`src/hw/hmvwf_pkg.sv`:
```
// Constants for the host MAC tag and wake-up qualification block.
// Assumes a 32-bit classic Wishbone slave and a byte-wide receive stream.
package hmvwf_pkg;
   // Register indexes; byte address is four times the index
   localparam logic [5:0] IDX_VLAN_TAG_ONE = 6'h09;
   localparam logic [5:0] IDX_VLAN_TAG_TWO = 6'h0a;
   localparam logic [5:0] IDX_WAKE_FILTER_LOAD = 6'h0b;
   localparam logic [5:0] IDX_WAKE_CONTROL_STATUS = 6'h0c;
   localparam logic [5:0] IDX_IRQ_STATUS = 6'h0d;
   localparam logic [5:0] IDX_IRQ_MASK = 6'h0e;
   localparam int ADR_LSB = 2;

   // Tag registers
   localparam logic [15:0] TAG_RESET = 16'hffff;
   localparam int TAG_W = 16;

   // Wake control and status fields
   localparam int GUE_BIT = 9;
   localparam int WAKE_FRAME_RECEIVED_FLAG_BIT = 6;
   localparam int MPR_BIT = 5;
   localparam int WAKE_FRAME_DETECT_ENABLE_BIT = 2;
   localparam int MAGIC_PACKET_WAKE_ENABLE_BIT = 1;

   // Frame lengths in bytes
   localparam int LEN_W = 11;
   localparam logic [10:0] LEN_PLAIN = 11'h5ee;
   localparam logic [10:0] LEN_TAG_ONE = 11'h5f2;
   localparam logic [10:0] LEN_TAG_TWO = 11'h602;
   localparam logic [10:0] LEN_CAP = 11'h7ff;

   // Byte positions in a frame, counted from zero
   localparam logic [10:0] POS_DA_FIRST = 11'h000;
   localparam logic [10:0] POS_TAG_HI = 11'h00c;
   localparam logic [10:0] POS_TAG_LO = 11'h00d;

   // Interrupt status and mask layout
   localparam int IRQ_W = 4;
   localparam int IRQ_MAGIC = 0;
   localparam int IRQ_WAKE_FRAME = 1;
   localparam int IRQ_UNICAST = 2;
   localparam int IRQ_LEN_ERR = 3;
endpackage

```
`src/hw/hmvwf_core.sv`:
```
// Tag classification, length limit and wake-up control of the host MAC.
// Assumes a classic Wishbone master, a receive byte stream and pattern
// matchers on core_clk; resets other than arst_n are same-clock pulses.
//
// Design decision made here: the Wishbone slave port.
`timescale 1ns/10ps
`default_nettype none
module hmvwf_core
   import hmvwf_pkg::*;
#(
   parameter int FILTER_DEPTH = 8,
   parameter int WB_ADR_W = 8
) (
   input wire logic core_clk,
   input wire logic arst_n,
   input wire logic digital_rst,
   input wire logic soft_rst,
   input wire logic wb_cyc_i,
   input wire logic wb_stb_i,
   input wire logic wb_we_i,
   input wire logic [WB_ADR_W-1:0] wb_adr_i,
   input wire logic [3:0] wb_sel_i,
   input wire logic [31:0] wb_dat_i,
   output logic [31:0] wb_dat_o,
   output logic wb_ack_o,
   input wire logic rx_valid,
   input wire logic [7:0] rx_data,
   input wire logic rx_last,
   input wire logic magic_packet_seen,
   input wire logic wake_frame_seen,
   output logic tag_one_frame,
   output logic tag_two_frame,
   output logic [LEN_W-1:0] max_frame_len,
   output logic frame_too_long,
   output logic wake_frame_detect_enable,
   output logic magic_packet_wake_enable,
   output logic [FILTER_DEPTH*32-1:0] wake_filter_words,
   output logic wake_request,
   output logic irq
);
   localparam int PTR_W = $clog2(FILTER_DEPTH);

   typedef enum logic {HMVWF_IDLE, HMVWF_ACK} hmvwf_bus_t;

   hmvwf_bus_t bus_state;
   logic [15:0] first_tag_identifier, second_tag_identifier;
   logic [31:0] wake_filter_word [FILTER_DEPTH];
   logic [PTR_W-1:0] filter_ptr;
   logic global_unicast_wake_enable;
   logic wake_frame_received_flag;
   logic magic_packet_received_flag;
   logic [IRQ_W-1:0] irq_status, irq_mask;
   logic [LEN_W-1:0] byte_count, frame_len;
   logic [7:0] tag_hi;
   logic da_group_bit, wr_en, tag_lo_seen;
   logic [5:0] reg_idx;
   logic [31:0] next_rdata;
   logic magic_set, wframe_set, unicast_hit, len_err_hit;
   logic [15:0] rx_tag;

   // Byte-lane merge used by the tag registers and the filter entries
   function automatic logic [31:0] merge_sel(input logic [31:0] old_val,
                                             input logic [31:0] new_val,
                                             input logic [3:0] sel);
      logic [31:0] res;
      res = old_val;
      for (int i = 0; i < 4; i++) begin
         if (sel[i]) begin
            res[i*8 +: 8] = new_val[i*8 +: 8];
         end
      end
      return res;
   endfunction

   // Write one to clear, with a same-cycle set winning
   function automatic logic sticky(input logic cur, input logic set,
                                   input logic clr);
      return set | (cur & ~clr);
   endfunction

   assign reg_idx = wb_adr_i[ADR_LSB +: 6];
   // Writes land on the edge at which the master sees ack
   assign wr_en = wb_cyc_i & wb_stb_i & wb_we_i & wb_ack_o;

   // One wait cycle, then ack for one cycle
   always_ff @(posedge core_clk or negedge arst_n) begin
      if (!arst_n) begin
         bus_state <= HMVWF_IDLE;
      end else begin
         case (bus_state)
            HMVWF_IDLE: begin
               if (wb_cyc_i && wb_stb_i) begin
                  bus_state <= HMVWF_ACK;
               end
            end
            HMVWF_ACK: bus_state <= HMVWF_IDLE;
            default: bus_state <= HMVWF_IDLE;
         endcase
      end
   end

   assign wb_ack_o = (bus_state == HMVWF_ACK);

   always_comb begin
      next_rdata = 32'h0000_0000;
      case (reg_idx)
         IDX_VLAN_TAG_ONE: next_rdata[TAG_W-1:0] = first_tag_identifier;
         IDX_VLAN_TAG_TWO: next_rdata[TAG_W-1:0] = second_tag_identifier;
         IDX_WAKE_FILTER_LOAD: next_rdata = 32'h0000_0000;
         IDX_WAKE_CONTROL_STATUS: begin
            next_rdata[GUE_BIT] = global_unicast_wake_enable;
            next_rdata[WAKE_FRAME_RECEIVED_FLAG_BIT] = wake_frame_received_flag;
            next_rdata[MPR_BIT] = magic_packet_received_flag;
            next_rdata[WAKE_FRAME_DETECT_ENABLE_BIT] = wake_frame_detect_enable;
            next_rdata[MAGIC_PACKET_WAKE_ENABLE_BIT] = magic_packet_wake_enable;
         end
         IDX_IRQ_STATUS: next_rdata[IRQ_W-1:0] = irq_status;
         IDX_IRQ_MASK: next_rdata[IRQ_W-1:0] = irq_mask;
         default: next_rdata = 32'h0000_0000;
      endcase
   end

   always_ff @(posedge core_clk or negedge arst_n) begin
      if (!arst_n) begin
         wb_dat_o <= 32'h0000_0000;
      end else if (bus_state == HMVWF_IDLE && wb_cyc_i && wb_stb_i) begin
         wb_dat_o <= wb_we_i ? 32'h0000_0000 : next_rdata;
      end
   end

   // Tag registers
   always_ff @(posedge core_clk or negedge arst_n) begin
      if (!arst_n) begin
         first_tag_identifier <= TAG_RESET;
         second_tag_identifier <= TAG_RESET;
      end else if (wr_en) begin
         if (reg_idx == IDX_VLAN_TAG_ONE) begin
            first_tag_identifier <= TAG_W'(merge_sel({16'h0000,
               first_tag_identifier}, wb_dat_i, wb_sel_i));
         end
         if (reg_idx == IDX_VLAN_TAG_TWO) begin
            second_tag_identifier <= TAG_W'(merge_sel({16'h0000,
               second_tag_identifier}, wb_dat_i, wb_sel_i));
         end
      end
   end

   // Filter entries; contents have no reset, pointer does
   always_ff @(posedge core_clk) begin
      if (wr_en && reg_idx == IDX_WAKE_FILTER_LOAD) begin
         wake_filter_word[filter_ptr] <= merge_sel(wake_filter_word[filter_ptr],
            wb_dat_i, wb_sel_i);
      end
   end

   always_ff @(posedge core_clk or negedge arst_n) begin
      if (!arst_n) begin
         filter_ptr <= '0;
      end else if (digital_rst || soft_rst) begin
         filter_ptr <= '0;
      end else if (wr_en && reg_idx == IDX_WAKE_FILTER_LOAD) begin
         if (filter_ptr == PTR_W'(FILTER_DEPTH - 1)) begin
            filter_ptr <= '0;
         end else begin
            filter_ptr <= filter_ptr + PTR_W'(1);
         end
      end
   end

   for (genvar g = 0; g < FILTER_DEPTH; g++) begin : g_filt
      assign wake_filter_words[g*32 +: 32] = wake_filter_word[g];
   end

   // Wake control bits
   always_ff @(posedge core_clk or negedge arst_n) begin
      if (!arst_n) begin
         global_unicast_wake_enable <= 1'b0;
         wake_frame_detect_enable <= 1'b0;
         magic_packet_wake_enable <= 1'b0;
      end else if (wr_en && reg_idx == IDX_WAKE_CONTROL_STATUS) begin
         if (wb_sel_i[1]) begin
            global_unicast_wake_enable <= wb_dat_i[GUE_BIT];
         end
         if (wb_sel_i[0]) begin
            wake_frame_detect_enable <= wb_dat_i[WAKE_FRAME_DETECT_ENABLE_BIT];
            magic_packet_wake_enable <= wb_dat_i[MAGIC_PACKET_WAKE_ENABLE_BIT];
         end
      end
   end

   // Detection only counts while its enable is set
   assign wframe_set = wake_frame_seen & wake_frame_detect_enable;
   assign magic_set = magic_packet_seen & magic_packet_wake_enable;

   always_ff @(posedge core_clk or negedge arst_n) begin
      if (!arst_n) begin
         wake_frame_received_flag <= 1'b0;
         magic_packet_received_flag <= 1'b0;
      end else begin
         wake_frame_received_flag <= sticky(wake_frame_received_flag,
            wframe_set, wr_en && reg_idx == IDX_WAKE_CONTROL_STATUS &&
            wb_sel_i[0] && wb_dat_i[WAKE_FRAME_RECEIVED_FLAG_BIT]);
         magic_packet_received_flag <= sticky(magic_packet_received_flag,
            magic_set, wr_en && reg_idx == IDX_WAKE_CONTROL_STATUS &&
            wb_sel_i[0] && wb_dat_i[MPR_BIT]);
      end
   end

   // Receive byte position; saturates so giant frames stay too long
   always_ff @(posedge core_clk or negedge arst_n) begin
      if (!arst_n) begin
         byte_count <= '0;
      end else if (rx_valid) begin
         if (rx_last) begin
            byte_count <= '0;
         end else if (byte_count != LEN_CAP) begin
            byte_count <= byte_count + LEN_W'(1);
         end
      end
   end

   always_ff @(posedge core_clk or negedge arst_n) begin
      if (!arst_n) begin
         tag_hi <= 8'h00;
         da_group_bit <= 1'b0;
      end else if (rx_valid) begin
         if (byte_count == POS_TAG_HI) begin
            tag_hi <= rx_data;
         end
         if (byte_count == POS_DA_FIRST) begin
            da_group_bit <= rx_data[0];
         end
      end
   end

   assign tag_lo_seen = rx_valid && byte_count == POS_TAG_LO;
   assign rx_tag = {tag_hi, rx_data};

   // Classification holds until the next frame begins
   always_ff @(posedge core_clk or negedge arst_n) begin
      if (!arst_n) begin
         tag_one_frame <= 1'b0;
         tag_two_frame <= 1'b0;
      end else if (rx_valid && byte_count == POS_DA_FIRST) begin
         tag_one_frame <= 1'b0;
         tag_two_frame <= 1'b0;
      end else if (tag_lo_seen) begin
         tag_one_frame <= rx_tag == first_tag_identifier;
         tag_two_frame <= rx_tag == second_tag_identifier &&
            rx_tag != first_tag_identifier;
      end
   end

   // First tag wins when both identifiers hold one value
   assign max_frame_len = tag_one_frame ? LEN_TAG_ONE :
      tag_two_frame ? LEN_TAG_TWO : LEN_PLAIN;
   assign frame_len = (byte_count == LEN_CAP) ? LEN_CAP :
      byte_count + LEN_W'(1);
   assign len_err_hit = rx_valid && rx_last && frame_len > max_frame_len;
   assign unicast_hit = rx_valid && rx_last && global_unicast_wake_enable &&
      !da_group_bit;

   always_ff @(posedge core_clk or negedge arst_n) begin
      if (!arst_n) begin
         frame_too_long <= 1'b0;
         wake_request <= 1'b0;
      end else begin
         frame_too_long <= len_err_hit;
         wake_request <= unicast_hit | magic_set | wframe_set;
      end
   end

   // Interrupt status, write one to clear, set wins
   always_ff @(posedge core_clk or negedge arst_n) begin
      if (!arst_n) begin
         irq_status <= '0;
         irq_mask <= '0;
      end else begin
         for (int i = 0; i < IRQ_W; i++) begin
            irq_status[i] <= sticky(irq_status[i],
               (i == IRQ_MAGIC && magic_set) ||
               (i == IRQ_WAKE_FRAME && wframe_set) ||
               (i == IRQ_UNICAST && unicast_hit) ||
               (i == IRQ_LEN_ERR && len_err_hit),
               wr_en && reg_idx == IDX_IRQ_STATUS && wb_sel_i[0] &&
               wb_dat_i[i]);
         end
         if (wr_en && reg_idx == IDX_IRQ_MASK && wb_sel_i[0]) begin
            irq_mask <= wb_dat_i[IRQ_W-1:0];
         end
      end
   end

   assign irq = |(irq_status & irq_mask);

   property p_tag_one;
      @(posedge core_clk) disable iff (!arst_n)
         tag_lo_seen && !(rx_valid && byte_count == POS_DA_FIRST) &&
         {tag_hi, rx_data} == first_tag_identifier |=> tag_one_frame;
   endproperty
   a_tag_one: assert property (p_tag_one)
      else $error("first tag match not flagged");
   property p_len_one;
      @(posedge core_clk) disable iff (!arst_n)
         tag_one_frame |-> max_frame_len == LEN_TAG_ONE && !tag_two_frame;
   endproperty
   a_len_one: assert property (p_len_one)
      else $error("first tag limit wrong");
   property p_tag_two;
      @(posedge core_clk) disable iff (!arst_n)
         tag_lo_seen && {tag_hi, rx_data} == second_tag_identifier &&
         {tag_hi, rx_data} != first_tag_identifier |=> tag_two_frame;
   endproperty
   a_tag_two: assert property (p_tag_two)
      else $error("second tag match not flagged");
   property p_len_two;
      @(posedge core_clk) disable iff (!arst_n)
         tag_two_frame |-> max_frame_len == LEN_TAG_TWO;
   endproperty
   a_len_two: assert property (p_len_two)
      else $error("second tag limit wrong");
   property p_len_plain;
      @(posedge core_clk) disable iff (!arst_n)
         !tag_one_frame && !tag_two_frame |-> max_frame_len == LEN_PLAIN;
   endproperty
   a_len_plain: assert property (p_len_plain)
      else $error("untagged limit wrong");
   property p_ptr_step;
      @(posedge core_clk) disable iff (!arst_n)
         wr_en && reg_idx == IDX_WAKE_FILTER_LOAD && !digital_rst &&
         !soft_rst |=> filter_ptr == ($past(filter_ptr) ==
         PTR_W'(FILTER_DEPTH - 1) ? '0 : $past(filter_ptr) + PTR_W'(1));
   endproperty
   a_ptr_step: assert property (p_ptr_step)
      else $error("filter pointer did not step");
   property p_ptr_reset;
      @(posedge core_clk) disable iff (!arst_n)
         digital_rst || soft_rst |=> filter_ptr == '0;
   endproperty
   a_ptr_reset: assert property (p_ptr_reset)
      else $error("filter pointer not cleared");
   property p_filter_read;
      @(posedge core_clk) disable iff (!arst_n)
         wb_ack_o && !wb_we_i && reg_idx == IDX_WAKE_FILTER_LOAD |->
         wb_dat_o == 32'h0000_0000;
   endproperty
   a_filter_read: assert property (p_filter_read)
      else $error("filter location read not zero");
   property p_wframe_flag;
      @(posedge core_clk) disable iff (!arst_n)
         wake_frame_seen && wake_frame_detect_enable |=>
         wake_frame_received_flag && wake_request;
   endproperty
   a_wframe_flag: assert property (p_wframe_flag)
      else $error("wake frame flag not set");
   property p_magic_gate;
      @(posedge core_clk) disable iff (!arst_n)
         !magic_packet_received_flag && !magic_packet_wake_enable &&
         !(wr_en && reg_idx == IDX_WAKE_CONTROL_STATUS) |=>
         !magic_packet_received_flag;
   endproperty
   a_magic_gate: assert property (p_magic_gate)
      else $error("magic flag set while disabled");
   property p_unicast;
      @(posedge core_clk) disable iff (!arst_n)
         rx_valid && rx_last && global_unicast_wake_enable && !da_group_bit
         |=> wake_request && irq_status[IRQ_UNICAST];
   endproperty
   a_unicast: assert property (p_unicast)
      else $error("unicast wake missed");
   property p_tag_upper;
      @(posedge core_clk) disable iff (!arst_n)
         wb_ack_o && !wb_we_i && (reg_idx == IDX_VLAN_TAG_ONE ||
         reg_idx == IDX_VLAN_TAG_TWO) |-> wb_dat_o[31:16] == 16'h0000;
   endproperty
   a_tag_upper: assert property (p_tag_upper)
      else $error("tag upper bits not zero");
endmodule // hmvwf_core
`default_nettype wire

```
`config.mk`:
```
export PLATFORM = sky130hd
export DESIGN_NAME = hmvwf_core
export DESIGN_NICKNAME = d
export VERILOG_FILES = /design/src/hw/hmvwf_pkg.sv /design/src/hw/hmvwf_core.sv
export SDC_FILE = /design/constraint.sdc
export NUM_CORES = 1
export LEC_CHECK = 0
export BUFFER_PORTS_ARGS = -buffer_cell sky130_fd_sc_hd__buf_4
export CAP_MARGIN = 10
export CORE_AREA = 2 2 132 198
export DETAILED_ROUTE_END_ITERATION = 8
export DIE_AREA = 0 0 134 200
export MAX_ROUTING_LAYER = met4
export PLACE_DENSITY = 0.77
export SETUP_SLACK_MARGIN = 0.4
export SYNTH_ARGS = -nofsm -noshare
export SYNTH_HDL_FRONTEND = slang
export SYNTH_SLANG_ARGS = --single-unit
export TNS_END_PERCENT = 30
```
`constraint.sdc`:
```
create_clock -name core_clk -period 3.77 [get_ports core_clk]
set_input_delay 0.1885 -clock core_clk [delete_from_list [all_inputs] [get_ports core_clk]]
set_output_delay 0.1885 -clock core_clk [all_outputs]
set_load 0.05 [all_outputs]
```
Word level (Yosys, flattened, before mapping)
Memory sizes are Yosys's and may differ from the RTL's.
Index checks and enable logic that the tools add are counted.
{ "word_totals": {"input_bits": 63, "mem_count": 1, "regBits": 105, "ramBits": 256, "output_inout_bits": 307} }
{ "classes": {"muxes": 33, "addsub": 2, "eq_ne": 18, "n_bitwise": 27, "n_lt_le_gt_ge": 1, "n_reduce_logical": 43} }
{ "memory_table": {"columns": ["name", "words", "word_bits", "read_ports", "rd_clocked_by_memory_dff", "wr", "line_no", "rtl"], "rows": [
  ["wake_filter_word", 8, 32, 8, 0, 1, "hmvwf_core.sv:47", "logic [31:0] wake_filter_word [FILTER_DEPTH];"]
]} }
{ "ops": {"columns": ["cell", "count"], "rows": [
  ["8-bit 2-to-1 mux", 8],
  ["6-bit by 4-bit == test with 1-bit output, second input constant", 6],
  ["11-bit 2-to-1 mux", 3],
  ["16-bit == test", 2],
  ["1-bit logical AND", 23],
  ["11-bit by 4-bit == test with 1-bit output, second input constant", 2],
  ["10-bit 2-to-1 mux", 2],
  ["2-bit AND reduction", 9],
  ["16-bit 2-to-1 mux", 1],
  ["16-bit != test", 1],
  ["6-bit case mux with 2 select lines", 1],
  ["3-bit AND reduction", 4],
  ["11-bit by 1-bit adder with 11-bit output, second input constant", 1],
  ["1-bit bitwise AND", 11],
  ["11-bit == test, second input constant", 1],
  ["11-bit > comparator", 1],
  ["11-bit logical NOT", 1],
  ["11-bit != test, second input constant", 1],
  ["2-bit case mux with 5 select lines", 1],
  ["3-bit 2-to-1 mux", 3],
  ["2-bit != test, second input constant", 4],
  ["1-bit OR", 8],
  ["1-bit case mux with 4 select lines", 2],
  ["1-bit 2-to-1 mux", 7],
  ["12 further kinds", 21]
]} }

Longest topological paths before layout
{ "logic_depth": {"depth_word": 9, "mapped_depth": 12, "ltp_nobuf": 11} }

Worst setup path before layout
Ideal clock, no wire load.
{ "synth_timing": {"path_kind": "flip-flop to flip-flop", "start": "reg tag_one_frame", "end": "reg irq_status[3]", "arrival_ns": 2.877, "setup_slack_ns": 0.828, "path_buffers": 0, "stages_incl_launch_ff": 10, "required_time_ns": 3.706, "path_cell_list": "dfrtp_1 -> inv_1 -> nand2_1 -> inv_1 -> ha_1 -> and4_1 -> a21boi_0 -> a22oi_1 -> a211oi_1 -> a21o_1"} }
{ "synth_via": {"elab_chain_len": 4} }
{ "synth_rtl": {"columns": ["element", "line_no", "rtl"], "rows": [
  ["start, declared", "hmvwf_core.sv:31", "output logic tag_one_frame,"],
  ["start signal, assigned", "hmvwf_core.sv:248", "tag_one_frame <= rx_tag == first_tag_identifier;"],
  ["10-bit 2-to-1 mux", "hmvwf_core.sv:255", "assign max_frame_len = tag_one_frame ? LEN_TAG_ONE :"],
  ["net max_frame_len[5]", "hmvwf_core.sv:33", "output logic [LEN_W-1:0] max_frame_len,"],
  ["11-bit > comparator", "hmvwf_core.sv:259", "assign len_err_hit = rx_valid && rx_last && frame_len > max_frame_len;"],
  ["1-bit logical AND", "hmvwf_core.sv:259", null],
  ["net len_err_hit", "hmvwf_core.sv:58", "logic magic_set, wframe_set, unicast_hit, len_err_hit;"],
  ["1-bit OR", "hmvwf_core.sv:78", "return set | (cur & ~clr);"],
  ["end signal, assigned by index", "hmvwf_core.sv:280", "irq_status[i] <= sticky(irq_status[i],"],
  ["end, declared", "hmvwf_core.sv:52", "logic [IRQ_W-1:0] irq_status, irq_mask;"]
]} }
The timed path passes the listed nets, and every way through them passes these cells.
A chain may end at the register's enable or synchronous reset.

Final worst setup path
{ "layout_timing": {"start": "reg byte_count[0]", "end": "reg irq_status[3]"} }
{ "layout_via": {"elab_chain_len": 5, "elab_cells_between_ends": 6, "classes_between": "1 x add/sub; 1 x order compare; 1 x eq/ne; 1 x mux; 1 x bitwise; 1 x reduce/logical"} }
{ "layout_rtl": {"columns": ["element", "line_no", "rtl"], "rows": [
  ["start, declared", "hmvwf_core.sv:53", "logic [LEN_W-1:0] byte_count, frame_len;"],
  ["start signal, assigned", "hmvwf_core.sv:217", "byte_count <= byte_count + LEN_W'(1);"],
  ["11-bit by 1-bit adder with 11-bit output or 11-bit == test (tied branches)", "hmvwf_core.sv:258, hmvwf_core.sv:257", null],
  ["11-bit 2-to-1 mux (*)", "hmvwf_core.sv:257", "assign frame_len = (byte_count == LEN_CAP) ? LEN_CAP :"],
  ["11-bit > comparator (*)", "hmvwf_core.sv:259", null],
  ["1-bit logical AND (*)", "hmvwf_core.sv:259", null],
  ["net len_err_hit", "hmvwf_core.sv:58", null],
  ["1-bit OR (*)", "hmvwf_core.sv:78", null]
]} }
Mark *: on every way through the listed nets, which the timed path passes. The rest lies on a longest branch.

==> flow_summary.ini <==
[placed_design]
buffer_ports.inserted = 348
hpwlAfterDp_um = 25800
gpl_congestion = 0.888

[worst_setup_path]
setup.worst_path.class = reg -> reg
path_max_fanout = 9
timing.critical_path.slowest_stage_cell = or4_1
worst_r2r_dst = irq_status[3]$_DFF_PN0_
setup.worst_path.end = irq_status[3]$_DFF_PN0_
worstReg2RegStart = byte_count[0]$_DFFE_PN0P_
setup.worst_path.start_class = register
cp.required_ns = 4.27
arrival_worst_endpoint_ns = 3.62
critical_path.max_stage_delay_ns = 0.69
timing.critical_path.from = byte_count[0]$_DFFE_PN0P_
path_cells = ha_1, nand3_2, or4_1, o21ai_0, ha_1, and4_1, a21boi_0, a22oi_1, a211oi_2, a21o_1
crit_path_end_kind = register
r2r.worst_path.cells = 10
timing.reg2reg.setup_slack_ns = 0.65
worst_path_most_repeated_cell = ha_1

[clock_tree]
clockRootBuffer = clkbuf_16
cts_buffers = 30
cts_sinks = 345
clkLatencyLatePin_ns = 0.55
cts.repair_timing.setup_buffer_count = 0
h-tree-depth = 1
max-clock-path-buffers = 3
tritoncts = built
cts.clk_slew.worst_paths_ns = 0.07

[synthesis]
synth_seq_area_share_pct = 77.5
yosysWarningCount = 0
synth-edff-count = 256
synth.ff_latch_count = 345
ys_async_sr_fraction_pct = 25.8
yosys_most_used_dff = edfxtp_1
postSynthCellCount = 773
synth_area_per_inst_um2 = 16.6
mappedNetlistArea_um2 = 12800
yosysUniqueCellTypes = 60

[route]
routedWlPerCell_um = 23.7
drc = 0
detailedRoute.firstPassIterationCount = 5
route.final.wire_length_um = 36500
detail-route-antenna-nets = 0
vias = 8364
drt-initial-drc-count = 491
route.detailed.vias_per_inst = 5.42

[timing]
drv_slew = 0
timing_worst_slew_pin_value_ns = 0.920
report.final.setup_viol = 0
timing_hold_violations_final = 0
min_period_over_period_pct = 82.9
slew_headroom_pct = 38.4
finalSetupTns_ns = 0
finalCriticalPeriod_ns = 3.12
grt_setup_unrepaired = no
max_freq_ghz = 0.320
timing.clock.skew_ns = 0.0186

[die]
die_area_um2 = 26800
io_pins = 370
total_number_of_placement_rows = 71
die_h_um = 200
fp.coreArea_um2 = 25000
start_util_pct = 51.4
dieWidth_um = 134

[final_layout]
most-common-layout-cells = 357 x buf_4, 256 x edfxtp_1, 61 x nand2_1, 57 x dfrtp_1, 50 x nor2_1
areaGrowthSynthToFinish_pct = 34.8
final_nets = 1264
register_area_um2 = 9950
post_route_cells_drive_above_1_share_pct = 40.8
commonest_non_fill_non_tap_cell_in_the_layout = buf_4
multiInputGateArea_um2 = 2640
fill_cells = 1623

[global_route]
groute.usage.overall_pct = 27.3
first_global_vias = 8284
grt_pass1_wl_um = 52400
grt_max_degree = 69
grt-ovfl-total = 0
antenna_violations_before_repair = 2

[power_and_ir_drop]
power.leakage_uw = 0.00708
vdd.ir_drop.worst_mv = 0.306
power.density_cell_area_nw_per_um2 = 460
post-layout-total-power_uw = 7970

[flow_run]
timing.max_cap.violations = 0

[worst_hold_path]
hp-class = in -> reg

[run_status]
outcome = finished, final reports clean
-- timing repair --
action	in CTS	in global routing
resized for setup	0	1
endpoints found under the hold margin	347	0
endpoints found under the setup margin	0	2
hold buffers	49	0
-- final cells by class --
cell class                 count  area share [%]
antenna                        2          0.0289
clock buffer                  36            4.59
clock inverter                20            1.60
inverter                      14           0.304
multi-input combinational    391            15.3
sequential                   345            57.5
tap                          328            2.37
timing repair buffer         406            18.3
-- stage by stage --
| stage | cell area, um^2 | cells | setup WS (ns) | util (%) | hold WS [ns] |
|---|---|---|---|---|---|
| after floorplan | 12900 | 790 | 0.828 | - | -0.107 |
| after global placement | 15700 | 1435 | 0.617 | 63.0 | 0.344 |
| after detailed placement | 15700 | 1435 | 0.518 | 63.0 | 0.352 |
| after CTS | 17300 | 1540 | 0.481 | 69.3 | 0.0449 |
| after global routing | 17300 | 1542 | 0.427 | 69.3 | 0.0502 |
| final | 17300 | 1542 | 0.646 | 69.3 | 0.0635 |
-- power breakdown --
group | switching (uW) | internal (uW)
Clock | 1350 | 1980
Sequential | 61.4 | 4140
Combinational | 250 | 189
-- cell usage after synthesis (3+ instances only) --
| library cell | n | area share [%] |
|---|---|---|
| nand4_1 | 11 | 0.54 |
| nor2_1 | 50 | 1.5 |
| nor4_1 | 8 | 0.39 |
| nand3b_1 | 5 | 0.29 |
| ha_1 | 13 | 1.3 |
| nand2_1 | 61 | 1.8 |
| or2_2 | 3 | 0.15 |
| a22oi_1 | 17 | 0.99 |
| buf_4 | 26 | 1.5 |
| xor2_1 | 20 | 1.4 |
| mux2_2 | 42 | 3.7 |
| mux2i_1 | 5 | 0.39 |
| a21oi_1 | 18 | 0.70 |
| nor3_1 | 7 | 0.27 |
| and3_1 | 7 | 0.34 |
| dfrtp_1 | 57 | 11 |
| o21ai_0 | 24 | 0.94 |
| a221oi_1 | 3 | 0.20 |
| clkbuf_1 | 8 | 0.23 |
| a31o_2 | 3 | 0.20 |
| inv_1 | 14 | 0.41 |
| edfxtp_1 | 256 | 60 |
| xnor2_1 | 19 | 1.3 |
| buf_2 | 3 | 0.12 |
| dfstp_2 | 32 | 6.5 |
| nand3_1 | 7 | 0.27 |
| a22o_1 | 4 | 0.27 |
| mux2_1 | 4 | 0.35 |
-- metal layers --
| layer | up-vias | track usage [%] | share of wire [%] |
|---|---|---|---|
| li1 | 3686 | - | - |
| met1 | 4189 | 29.4 | 34 |
| met2 | 407 | 49.8 | 55 |
| met3 | 82 | 4.57 | 6.3 |
| met4 | 0 | 11.4 | 4.3 |
| met5 | - | - | 0 |
-- critical path: cells and delay by family, from the launching register on --
family | cells | cell delay, ns
AOI/OAI and AO/OA | 5 | 0.95
adders and majority gates | 2 | 0.63
DFF | 1 | 0.45
and+or+nand+nor | 3 | 1.05
-- logic make-up after synthesis --
kind of cell               Yosys count  synth area share, %
DFF                                345                 77.5
and+or+nand+nor                    181                 7.19
AOI/OAI and AO/OA                   88                 4.45
buffers and inverters               54                 2.44
muxes                               51                 4.42
xor gates and xnor gates            39                 2.66
adders and majority gates           13                 1.27
other                                2               0.0585
-- worst min path at each step --
stage / depth (start not counted) / start / end
5_1_grt: 3 / wb_adr_i[6] / wb_dat_o[1]$_DFFE_PN0P_
2_1_floorplan: 0 / arst_n / byte_count[0]$_DFFE_PN0P_
3_3_place_gp: 1 / arst_n / irq_mask[0]$_DFFE_PN0P_
6_report: 3 / wb_adr_i[6] / wb_dat_o[1]$_DFFE_PN0P_
4_1_cts: 3 / wb_adr_i[6] / wb_dat_o[1]$_DFFE_PN0P_
3_5_place_dp: 1 / arst_n / wake_frame_detect_enable$_DFFE_PN0P_
-- state kept, by name, summed over array words and instances, names as in the netlist, 3 cells and up --
name and count:
wb_dat_o 16, wake_filter_word 256, filter_ptr 3, second_tag_identifier 16, irq_status 4, tag_hi 8, byte_count 11, irq_mask 4
first_tag_identifier 16
Note: power is estimated with default switching activity, not from simulation.
